$ cat config.mk
export PLATFORM = sky130hd
export DESIGN_NAME = btc_control
export DESIGN_NICKNAME = d
export VERILOG_FILES = /design/src/btc_pkg.sv /design/src/btc_control.sv
export VERILOG_INCLUDE_DIRS = /design/src
export SDC_FILE = /design/constraint.sdc
export NUM_CORES = 2
export LEC_CHECK = 0
export BUFFER_PORTS_ARGS = -buffer_cell sky130_fd_sc_hd__buf_2
export CAP_MARGIN = 20
export CORE_ASPECT_RATIO = 0.9
export CORE_MARGIN = 2
export CORE_UTILIZATION = 35
export CTS_CLUSTER_DIAMETER = 30
export DETAILED_ROUTE_END_ITERATION = 8
export PLACE_DENSITY = 0.53
export RECOVER_POWER = 100
export SYNTH_ARGS = -nofsm -noshare
export SYNTH_HDL_FRONTEND = slang
export SYNTH_SLANG_ARGS = --single-unit
$ cat constraint.sdc
create_clock -name mclk -period 9.6 [get_ports mclk]
set_input_delay 2.88 -clock mclk [delete_from_list [all_inputs] [get_ports mclk]]
set_output_delay 2.88 -clock mclk [all_outputs]
set_load 0.05 [all_outputs]
$ cat src/btc_cfg.svh
// constants for the branch target cache control block
// assumes an 8-bit special function register port and a 25 MHz mclk
`ifndef BTC_CFG_SVH
`define BTC_CFG_SVH
// register addresses
`define BTC_ADDR_CTRL    8'h84
`define BTC_ADDR_FSTAT   8'hAC
`define BTC_ADDR_TUNE    8'hC9
`define BTC_ADDR_LOCK    8'hD2
`define BTC_ADDR_PENALTY 8'hD3
// reset values
`define BTC_RST_CTRL     8'hE6
`define BTC_RST_TUNE     8'h04
`define BTC_RST_LOCK     8'h1F
`define BTC_RST_PENALTY  12'h000
// control register bits
`define BTC_CTRL_WREN    7
`define BTC_CTRL_RDEN    6
`define BTC_CTRL_PFEN    5
`define BTC_CTRL_FLUSH   4
`define BTC_CTRL_INTERRUPT_RETURN    3
`define BTC_CTRL_ISR     2
`define BTC_CTRL_TABLE   1
`define BTC_CTRL_BLKW    0
// tuning and lock register bits
`define BTC_TUNE_ALG     3
`define BTC_TUNE_FIX     2
`define BTC_LOCK_PUSH    7
`define BTC_LOCK_POP     6
// cache geometry and counter limits
`define BTC_SLOTS        32
`define BTC_SLOT_LAST    5'h1F
`define BTC_PEN_MAX      12'hFFF
`define BTC_STALL_MAX    3'h7
`define BTC_LFSR_SEED    5'h15
`endif

$ cat src/btc_pkg.sv
// types shared by the branch target cache control block
// assumes btc_cfg.svh holds the numeric constants
package btc_pkg;
	typedef enum logic [0:0] {
		BTC_IDLE = 1'b0,
		BTC_MISS = 1'b1
	} btc_state_e;
	typedef logic [4:0]  btc_slot_t;
	typedef logic [12:0] btc_tag_t;
endpackage
$ cat src/btc_control.sv
// branch target cache with its control, tuning, lock stack and miss statistics
// assumes single-cycle sfr strobes and a flash reader that answers with one word
// Overview of operation
// - cache fills on misses only when write enable set; pushes and invalidation always act
// - read enable low forces every fetch to flash; high lets hits answer
// - prefetch engine enable output follows the prefetch enable bit
// - writing one to flush clears all valid bits; flush reads zero
// - interrupt return targets are cached only when their caching bit is set
// - service routine code is cached only when its caching bit is set
// - table read data is cached only when table read caching is set or push is enabled
// - block write mode commits four bytes together, otherwise each byte alone
// - registers reset to E6, 04, 1F and flash status 00
// - policy select zero picks bounce order, one picks pseudo-random
// - fixed slot bit sends every cached table read segment to slot zero unless push is enabled
// - a non-push miss is cached only when its stall exceeds the threshold field
// - with push enabled a table read locks its segment at pointer, then decrements
// - writing one to pop increments the pointer; pop reads zero
// - slots above the pointer are never replaced, unless the pointer is zero
// - the penalty accumulator counts every cycle the core stalls on a miss, except a cycle that writes the high field
// - overflow flag sets on accumulator wrap and holds until the next write
// - reading the high field snapshots accumulator bits four to one into tuning
// - writing the high field clears the lowest five accumulator bits
// - accumulator bit zero stays hidden so readings count pairs of cycles
// - flash busy reads one while a write or erase is in progress
// - bounce order walks slots upward to the last, then back down
// - flash write or erase invalidates affected cached segments unconditionally
`timescale 1ns/1ps
`include "btc_cfg.svh"

module btc_control (
	input  wire logic        mclk,
	input  wire logic        rst_n,
	input  wire logic [7:0]  sfrAddr,
	input  wire logic        sfrWrEn,
	input  wire logic        sfrRdEn,
	input  wire logic [7:0]  sfrWrData,
	output logic      [7:0]  sfrRdData,
	input  wire logic        fetchReq,
	input  wire logic [15:0] fetchAddr,
	input  wire logic        fetchTable,
	input  wire logic        fetchRetiTarget,
	input  wire logic        fetchInIsr,
	output logic      [7:0]  fetchData,
	output logic             fetchDone,
	output logic             coreStall,
	output logic             prefetchEnable,
	output logic             flashRdReq,
	output logic      [12:0] flashRdAddr,
	input  wire logic        flashRdValid,
	input  wire logic [31:0] flashRdData,
	input  wire logic        flashBusyIn,
	input  wire logic        flashInvValid,
	input  wire logic [15:0] flashInvAddr,
	input  wire logic        swWrReq,
	input  wire logic [15:0] swWrAddr,
	input  wire logic [7:0]  swWrData,
	output logic             flashWrStrobe,
	output logic      [13:0] flashWrAddr,
	output logic      [31:0] flashWrData,
	output logic      [3:0]  flashWrMask
);
	// ***********************************
	// storage and state
	// ***********************************
	logic [7:0]          ctrl_q;
	logic [3:0]          tuneLow_q;
	logic [3:0]          penaltyLow_q;
	logic                pushEn_q;
	btc_pkg::btc_slot_t  slotPtr_q;
	logic [11:0]         penalty_q;
	logic                overflow_q;
	logic                flashBusy_q;
	btc_pkg::btc_state_e state_q;
	btc_pkg::btc_tag_t   reqTag_q;
	logic [1:0]          reqOff_q;
	logic                reqTable_q;
	logic                reqExcl_q;
	logic [2:0]          stallCnt_q;
	btc_pkg::btc_slot_t  bounceIdx_q;
	logic                bounceDown_q;
	logic [4:0]          lfsr_q;
	logic [31:0]         wrBuf_q;
	logic [3:0]          wrMask_q;
	logic [31:0]         dataMem [`BTC_SLOTS];
	btc_pkg::btc_tag_t   tagMem  [`BTC_SLOTS];
	logic [`BTC_SLOTS-1:0] valid;
	logic [`BTC_SLOTS-1:0] hitVec;
	logic [`BTC_SLOTS-1:0] invVec;

	// ***********************************
	// register port decode
	// ***********************************
	logic wrCtrl, wrTune, wrLock, wrPenalty, rdPenalty;
	assign wrCtrl    = sfrWrEn && (sfrAddr == `BTC_ADDR_CTRL);
	assign wrTune    = sfrWrEn && (sfrAddr == `BTC_ADDR_TUNE);
	assign wrLock    = sfrWrEn && (sfrAddr == `BTC_ADDR_LOCK);
	assign wrPenalty = sfrWrEn && (sfrAddr == `BTC_ADDR_PENALTY);
	assign rdPenalty = sfrRdEn && (sfrAddr == `BTC_ADDR_PENALTY);

	logic flushNow, popNow;
	assign flushNow = wrCtrl && sfrWrData[`BTC_CTRL_FLUSH];
	assign popNow   = wrLock && sfrWrData[`BTC_LOCK_POP];

	// ***********************************
	// lookup
	// ***********************************
	btc_pkg::btc_tag_t fetchTag;
	assign fetchTag = fetchAddr[15:3] ^ 13'h0000;

	// two comparators per slot, one for hits and one for flash invalidation
	genvar gi;
	generate
		for (gi = 0; gi < `BTC_SLOTS; gi++) begin : gSlot
			assign hitVec[gi] = valid[gi] && (tagMem[gi] == fetchAddr[15:3]);
			assign invVec[gi] = valid[gi] && (tagMem[gi] == flashInvAddr[15:3]);
		end
	endgenerate

	// hit slot encoder
	btc_pkg::btc_slot_t hitIdx;
	always_comb begin
		hitIdx = 5'h00;
		for (int i = 0; i < `BTC_SLOTS; i++) begin
			if (hitVec[i]) begin
				hitIdx = 5'(i);
			end
		end
	end

	logic hitNow;
	assign hitNow = ctrl_q[`BTC_CTRL_RDEN] && (|hitVec);

	// ***********************************
	// fill decision and victim choice
	// ***********************************
	btc_pkg::btc_slot_t limit, bounceSlot, randSlot, fillSlot;
	logic [2:0] stallNext;
	logic       fillDone, pushOp, normalFill, doFill;

	// highest replaceable slot; pointer zero unlocks everything
	assign limit      = (slotPtr_q == 5'h00) ? `BTC_SLOT_LAST : slotPtr_q;
	assign bounceSlot = (bounceIdx_q > limit) ? limit : bounceIdx_q;
	assign randSlot   = (lfsr_q > limit) ? limit : lfsr_q;
	assign stallNext  = (stallCnt_q == `BTC_STALL_MAX) ? stallCnt_q : stallCnt_q + 3'h1;
	assign fillDone   = (state_q == btc_pkg::BTC_MISS) && flashRdValid;
	assign pushOp     = reqTable_q && pushEn_q;
	// normal fills need write enable, eligibility and a long enough stall
	assign normalFill = ctrl_q[`BTC_CTRL_WREN] && !reqExcl_q
		&& ({1'b0, stallNext} > {1'b0, tuneLow_q[1:0] ^ 2'h0});
	assign doFill     = fillDone && (pushOp || normalFill) && !flushNow;

	always_comb begin
		if (pushOp) begin
			fillSlot = slotPtr_q;
		end else if (reqTable_q && tuneLow_q[`BTC_TUNE_FIX]) begin
			fillSlot = 5'h00;
		end else if (tuneLow_q[`BTC_TUNE_ALG]) begin
			fillSlot = randSlot;
		end else begin
			fillSlot = bounceSlot;
		end
	end

	// ***********************************
	// cache arrays
	// ***********************************
	// per-slot valid bits; flush and flash changes win over a fill
	generate
		for (gi = 0; gi < `BTC_SLOTS; gi++) begin : gValid
			always_ff @(posedge mclk) begin
				if (!rst_n || flushNow) begin
					valid[gi] <= 1'b0;
				end else if (flashInvValid && invVec[gi]) begin
					valid[gi] <= 1'b0;
				end else if (doFill && (fillSlot == 5'(gi))) begin
					valid[gi] <= !(flashInvValid && (flashInvAddr[15:3] == reqTag_q));
				end
			end
		end
	endgenerate

	// tag and data words are written with each fill
	always_ff @(posedge mclk) begin
		if (doFill) begin
			tagMem[fillSlot]  <= reqTag_q;
			dataMem[fillSlot] <= flashRdData;
		end
	end

	// ***********************************
	// fetch sequencer
	// ***********************************
	always_ff @(posedge mclk) begin
		if (!rst_n) begin
			state_q     <= btc_pkg::BTC_IDLE;
			fetchData   <= 8'h00;
			fetchDone   <= 1'b0;
			coreStall   <= 1'b0;
			flashRdReq  <= 1'b0;
			flashRdAddr <= 13'h0000;
			reqTag_q    <= 13'h0000;
			reqOff_q    <= 2'h0;
			reqTable_q  <= 1'b0;
			reqExcl_q   <= 1'b0;
			stallCnt_q  <= 3'h0;
		end else begin
			fetchDone  <= 1'b0;
			flashRdReq <= 1'b0;
			case (state_q)
				btc_pkg::BTC_IDLE: begin
					// a push always reads flash so the segment can be locked
					if (fetchReq && hitNow && !(fetchTable && pushEn_q)) begin
						fetchData <= dataMem[hitIdx][8*fetchAddr[1:0] +: 8];
						fetchDone <= 1'b1;
					end else if (fetchReq) begin
						state_q     <= btc_pkg::BTC_MISS;
						coreStall   <= 1'b1;
						flashRdReq  <= 1'b1;
						flashRdAddr <= fetchTag;
						reqTag_q    <= fetchTag;
						reqOff_q    <= fetchAddr[1:0];
						reqTable_q  <= fetchTable;
						reqExcl_q   <= (fetchRetiTarget && !ctrl_q[`BTC_CTRL_INTERRUPT_RETURN])
							|| (fetchInIsr && !ctrl_q[`BTC_CTRL_ISR])
							|| (fetchTable && !ctrl_q[`BTC_CTRL_TABLE]);
						stallCnt_q  <= 3'h0;
					end
				end
				btc_pkg::BTC_MISS: begin
					stallCnt_q <= stallNext;
					if (flashRdValid) begin
						state_q   <= btc_pkg::BTC_IDLE;
						coreStall <= 1'b0;
						fetchData <= flashRdData[8*reqOff_q +: 8];
						fetchDone <= 1'b1;
					end
				end
				default: begin
					state_q   <= btc_pkg::BTC_IDLE;
					coreStall <= 1'b0;
				end
			endcase
		end
	end

	// ***********************************
	// replacement state
	// ***********************************
	// bounce walker advances on each non-push fill in bounce order; the random source steps every cycle
	always_ff @(posedge mclk) begin
		if (!rst_n) begin
			bounceIdx_q  <= 5'h00;
			bounceDown_q <= 1'b0;
			lfsr_q       <= `BTC_LFSR_SEED;
		end else begin
			lfsr_q <= {lfsr_q[3:0], lfsr_q[4] ^ lfsr_q[2]};
			if (doFill && !pushOp && !tuneLow_q[`BTC_TUNE_ALG]) begin
				if (!bounceDown_q && (bounceSlot >= limit)) begin
					bounceDown_q <= 1'b1;
					bounceIdx_q  <= limit - 5'h01;
				end else if (!bounceDown_q) begin
					bounceIdx_q <= bounceSlot + 5'h01;
				end else if (bounceSlot == 5'h00) begin
					bounceDown_q <= 1'b0;
					bounceIdx_q  <= 5'h01;
				end else begin
					bounceIdx_q <= bounceSlot - 5'h01;
				end
			end
		end
	end

	// ***********************************
	// control and tuning registers
	// ***********************************
	// flush bit is not stored so it reads as zero
	always_ff @(posedge mclk) begin
		if (!rst_n) begin
			ctrl_q    <= `BTC_RST_CTRL;
			tuneLow_q <= 4'(`BTC_RST_TUNE);
		end else begin
			if (wrCtrl) begin
				ctrl_q <= sfrWrData & ~(8'h01 << `BTC_CTRL_FLUSH);
			end
			if (wrTune) begin
				tuneLow_q <= sfrWrData[3:0];
			end
		end
	end

	assign prefetchEnable = ctrl_q[`BTC_CTRL_PFEN];

	// ***********************************
	// lock stack
	// ***********************************
	always_ff @(posedge mclk) begin
		if (!rst_n) begin
			pushEn_q  <= 1'b0;
			slotPtr_q <= 5'(`BTC_RST_LOCK);
		end else begin
			if (wrLock) begin
				pushEn_q <= sfrWrData[`BTC_LOCK_PUSH];
			end
			if (popNow) begin
				slotPtr_q <= slotPtr_q + 5'h01;
			end else if (doFill && pushOp) begin
				slotPtr_q <= slotPtr_q - 5'h01;
			end
		end
	end

	// ***********************************
	// miss penalty accumulator
	// ***********************************
	// a write blocks that cycle's increment, so a wrap never meets the clear
	always_ff @(posedge mclk) begin
		if (!rst_n) begin
			penalty_q    <= `BTC_RST_PENALTY;
			overflow_q   <= 1'b0;
			penaltyLow_q <= 4'h0;
		end else begin
			if (wrPenalty) begin
				penalty_q <= {sfrWrData[6:0], 5'h00};
			end else if (coreStall) begin
				penalty_q <= penalty_q + 12'h001;
			end
			if (coreStall && !wrPenalty && (penalty_q == `BTC_PEN_MAX)) begin
				overflow_q <= 1'b1;
			end else if (wrPenalty) begin
				overflow_q <= 1'b0;
			end
			if (rdPenalty) begin
				penaltyLow_q <= penalty_q[4:1];
			end else if (wrTune) begin
				penaltyLow_q <= sfrWrData[7:4];
			end
		end
	end

	// ***********************************
	// flash status and software flash writes
	// ***********************************
	// partial groups wait for the fourth byte in block mode
	always_ff @(posedge mclk) begin
		if (!rst_n) begin
			flashBusy_q   <= 1'b0;
			wrBuf_q       <= 32'h00000000;
			wrMask_q      <= 4'h0;
			flashWrStrobe <= 1'b0;
			flashWrAddr   <= 14'h0000;
			flashWrData   <= 32'h00000000;
			flashWrMask   <= 4'h0;
		end else begin
			flashBusy_q   <= flashBusyIn;
			flashWrStrobe <= 1'b0;
			if (swWrReq && ctrl_q[`BTC_CTRL_BLKW]) begin
				wrBuf_q[8*swWrAddr[1:0] +: 8] <= swWrData;
				wrMask_q[swWrAddr[1:0]]       <= 1'b1;
				if (swWrAddr[1:0] == 2'h3) begin
					flashWrStrobe <= 1'b1;
					flashWrAddr   <= swWrAddr[15:2];
					flashWrData   <= {swWrData, wrBuf_q[23:0]};
					flashWrMask   <= wrMask_q | 4'h8;
					wrMask_q      <= 4'h0;
				end
			end else if (swWrReq) begin
				flashWrStrobe <= 1'b1;
				flashWrAddr   <= swWrAddr[15:2];
				flashWrData   <= {4{swWrData}};
				flashWrMask   <= 4'h1 << swWrAddr[1:0];
			end
		end
	end

	// ***********************************
	// register readback
	// ***********************************
	always_ff @(posedge mclk) begin
		if (!rst_n) begin
			sfrRdData <= 8'h00;
		end else if (sfrRdEn) begin
			case (sfrAddr)
				`BTC_ADDR_CTRL:    sfrRdData <= ctrl_q;
				`BTC_ADDR_TUNE:    sfrRdData <= {penaltyLow_q, tuneLow_q};
				`BTC_ADDR_LOCK:    sfrRdData <= {pushEn_q, 2'b00, slotPtr_q};
				`BTC_ADDR_PENALTY: sfrRdData <= {overflow_q, penalty_q[11:5]};
				`BTC_ADDR_FSTAT:   sfrRdData <= {7'h00, flashBusy_q};
				default:           sfrRdData <= 8'h00;
			endcase
		end
	end
endmodule

==> reports/results.txt <==
Io pins: 200
Reg clk slew, reported paths: 40 ps
Antenna violations before repair: 20
Power per cell area: 236 nW/um2
Vias in the first global route: 49,448
Clock Sink Count: 1,636
Post-CTS setup buffer count: 0
Post-Syn Area: 73,700 um2
Initial core utilization: 0.353
Syn Inst Count: 5,595
Post-synth top flop: edfxtp_1
Routed len/inst: 28.3 um
Row count: 159
First-pass GRT wire length: 366 mm
CP startpoint kind: input port
CTS H-Tree Depth: 5
CTS buffer count: 380
CTS tree: yes
Antenna viol nets, final: 0
Synthesized area per cell: 13.2 um2
Pins Over Slew Limit: 2,569
# Max-Cap Violations: 84
Largest net degree at the start of global routing: 97
Post-Synth Simple-Gate Area: 0.112
Synth async-reset ratio: 0
Seq/Total Area, Yosys: 0.640
Vias post-DR: 50,699
Post-Route Setup TNS: 0 ps
Die height: 439 um
Yosys reg bits: 1,636
Largest family of logic cells by synthesized area: simple AND/OR/NAND/NOR gates
Number of synthesized flops with an enable pin: 1,440
Crit-path max FO: 14
Layout cell share with drive strength beyond 1: 0.155
Static leakage: 0.0312 uW
CTS max path bufs: 4
DRC viols: 0
Mux share of post-synthesis cell area: 0.0544
Relative slew slack: -1.91
Distinct cells, synth: 98
CP endpoint kind: flop
Clk_lat worst skew: 970 ps
Setup violations, final: 0
Post-CTS Hold Buffers: 0
First-pass DRT Iterations: 6
CP Class: in2reg
Final wirelength: 260 mm
Clock Skew: 103 ps
Overflow after GRT: 0
Nets@finish: 6,217
Syn nets: 5,745
Layout area overhead: 22.9%
Status: finished with violations
Fin crit share: 0.917
RSZ-0062 raised after global routing: no
Synth Area in XOR/XNOR: 0.104
All-Layer GR Usage: 0.238
Critical path arrival: 9610 ps
Adder-Cell Fraction of Synth Area: 0.00587
Peak VDD IR: 0.181 mV
HP Class: reg2reg
Clock period minus final worst setup slack: 8810 ps
Die Wd: 488 um
WP data required: 10,400 ps
Die area: 214,000 um2
Floorplan core area: 209,000 um2
Min Hold Slack: 455 ps
Measured slew at the worst slew-check pin: 4360 ps
Post-CTS sizing: 0
Max Freq: 114 MHz
Synth Area in Compound Gates: 0.0559
Final Wtd Congestion: 0.855
Port buffer count: 195
Synth Warn #: 0
Drt initial violations: 5,263
Hold Vio Cnt, Final: 0
Via density: 5.52
Clock root buffer: clkbuf_16
Failing checks: max-capacitance violations, max-slew violations
Final HPWL DP: 147 mm
==> worst paths after layout <==
kind | from | end | slack, ps | cells past startpoint
worst min-delay path | flashWrAddr[4] | flashWrAddr[4] | 450 | 2
worst max register to register | slotPtr_q[0] | dataMem[16][2] | 1370 | 15
worst min register to register | flashWrAddr[4] | flashWrAddr[4] | 450 | 2
worst max-delay path | fetchAddr[15] | fetchData[7] | 790 | 16
==> cell families after synthesis <==
kind of cell,Yosys count
compound gates,606
xor+xnor,868
fa+ha+maj,34
buf+inv,353
flops,1636
mux,376
simple gates,1722
==> power breakdown <==
part           internal [uW]  leakage, uW  switching, uW
Sequential              7810       0.0147           25.7
Combinational            229       0.0104            613
Clock                   8730      0.00613           4010
==> final cells by class <==
type	count	area, um2
timing repair buffer	410	2490
multi-input combinational	3606	24600
antenna	4	10.0
inverter	33	125
clock buffer	452	10100
fill	19086	118000
tap	2817	3520
clock inverter	230	2590
sequential	1636	47200
==> cells in the mapped netlist, types with 54 or more instances <==
library cell / number / area [um2]
a21oi_1: 156 / 781
a31oi_1: 54 / 338
buf_2: 71 / 355
buf_4: 60 / 450
clkbuf_1: 119 / 447
dfxtp_1: 196 / 3920
edfxtp_1: 1440 / 43200
mux2i_1: 324 / 3240
nand2_1: 699 / 2620
nand3_1: 227 / 1140
nand4_1: 276 / 1730
nor2_1: 216 / 811
nor4_1: 102 / 638
o21ai_0: 101 / 505
xnor2_1: 846 / 7410
==> routing by layer <==
| metal | vias up | wire length, um | global-route usage |
|---|---|---|---|
| li1 | 21914 | - | - |
| met1 | 25758 | 108000 | 0.318 |
| met2 | 2397 | 121000 | 0.385 |
| met3 | 624 | 20700 | 0.0424 |
| met4 | 6 | 10100 | 0.0890 |
| met5 | - | 34 | 0 |
==> registers in the layout (all words and copies together) (netlist names), 7 cells and up, named ones only <==
signal       cells
valid           32
reqTag_q        13
flashWrData     32
sfrRdData        8
tagMem         416
penalty_q       12
ctrl_q           7
wrBuf_q         24
flashWrAddr     14
dataMem       1024
fetchData        8
==> worst max-delay path, cell delays in order <==
cell and delay [ps]:
buf_2 560, clkbuf_1 910, buf_4 320, xnor2_1 120
nand4_1 110, nor4_1 60, buf_4 160, nor4_1 820
and2_0 830, nand2_1 760, o2111ai_1 520, nand2b_1 540
clkbuf_1 580, nand3_1 200, nand2_1 120, a41oi_1 70
==> placed cells by master (no fill, tap or decap), types with 19 or more instances in the layout <==
cell	netlist	final
nor4_1	102	101
and3_1	36	36
clkinvlp_4	0	41
nand4_1	276	276
ha_1	33	33
xnor2_1	846	846
nand3_1	227	226
a31oi_1	54	54
clkinv_1	0	38
o21ai_0	101	101
clkinv_2	0	69
bufinv_16	0	49
buf_12	0	19
a22oi_1	52	52
dfxtp_1	196	192
mux2i_1	324	324
a32oi_1	31	31
clkbuf_2	0	22
a221oi_1	19	19
buf_2	71	83
buf_4	60	134
inv_1	32	32
clkbuf_1	119	196
nor2_1	216	203
clkbuf_16	0	384
a21oi_1	156	154
o211ai_1	32	32
mux2_2	35	34
clkbuf_8	0	23
edfxtp_1	1440	1440
nor2b_1	19	19
nor3_1	52	52
nand2_1	699	700
a211oi_1	35	35
==> metrics by stage <==
step	util	instance area (um2)	setup WS, ps	instances	total power (uW)
final	0.433	90600	793	9188	21400
after global routing	0.433	90600	861	9186	22000
after CTS	0.436	91200	2040	9183	21600
after detailed placement	0.376	78500	1030	8501	8800
after global placement	0.375	78400	1040	8496	8790
after floorplan	-	73700	2500	5595	8430
No activity file was read; power rests on OpenSTA's default activity.
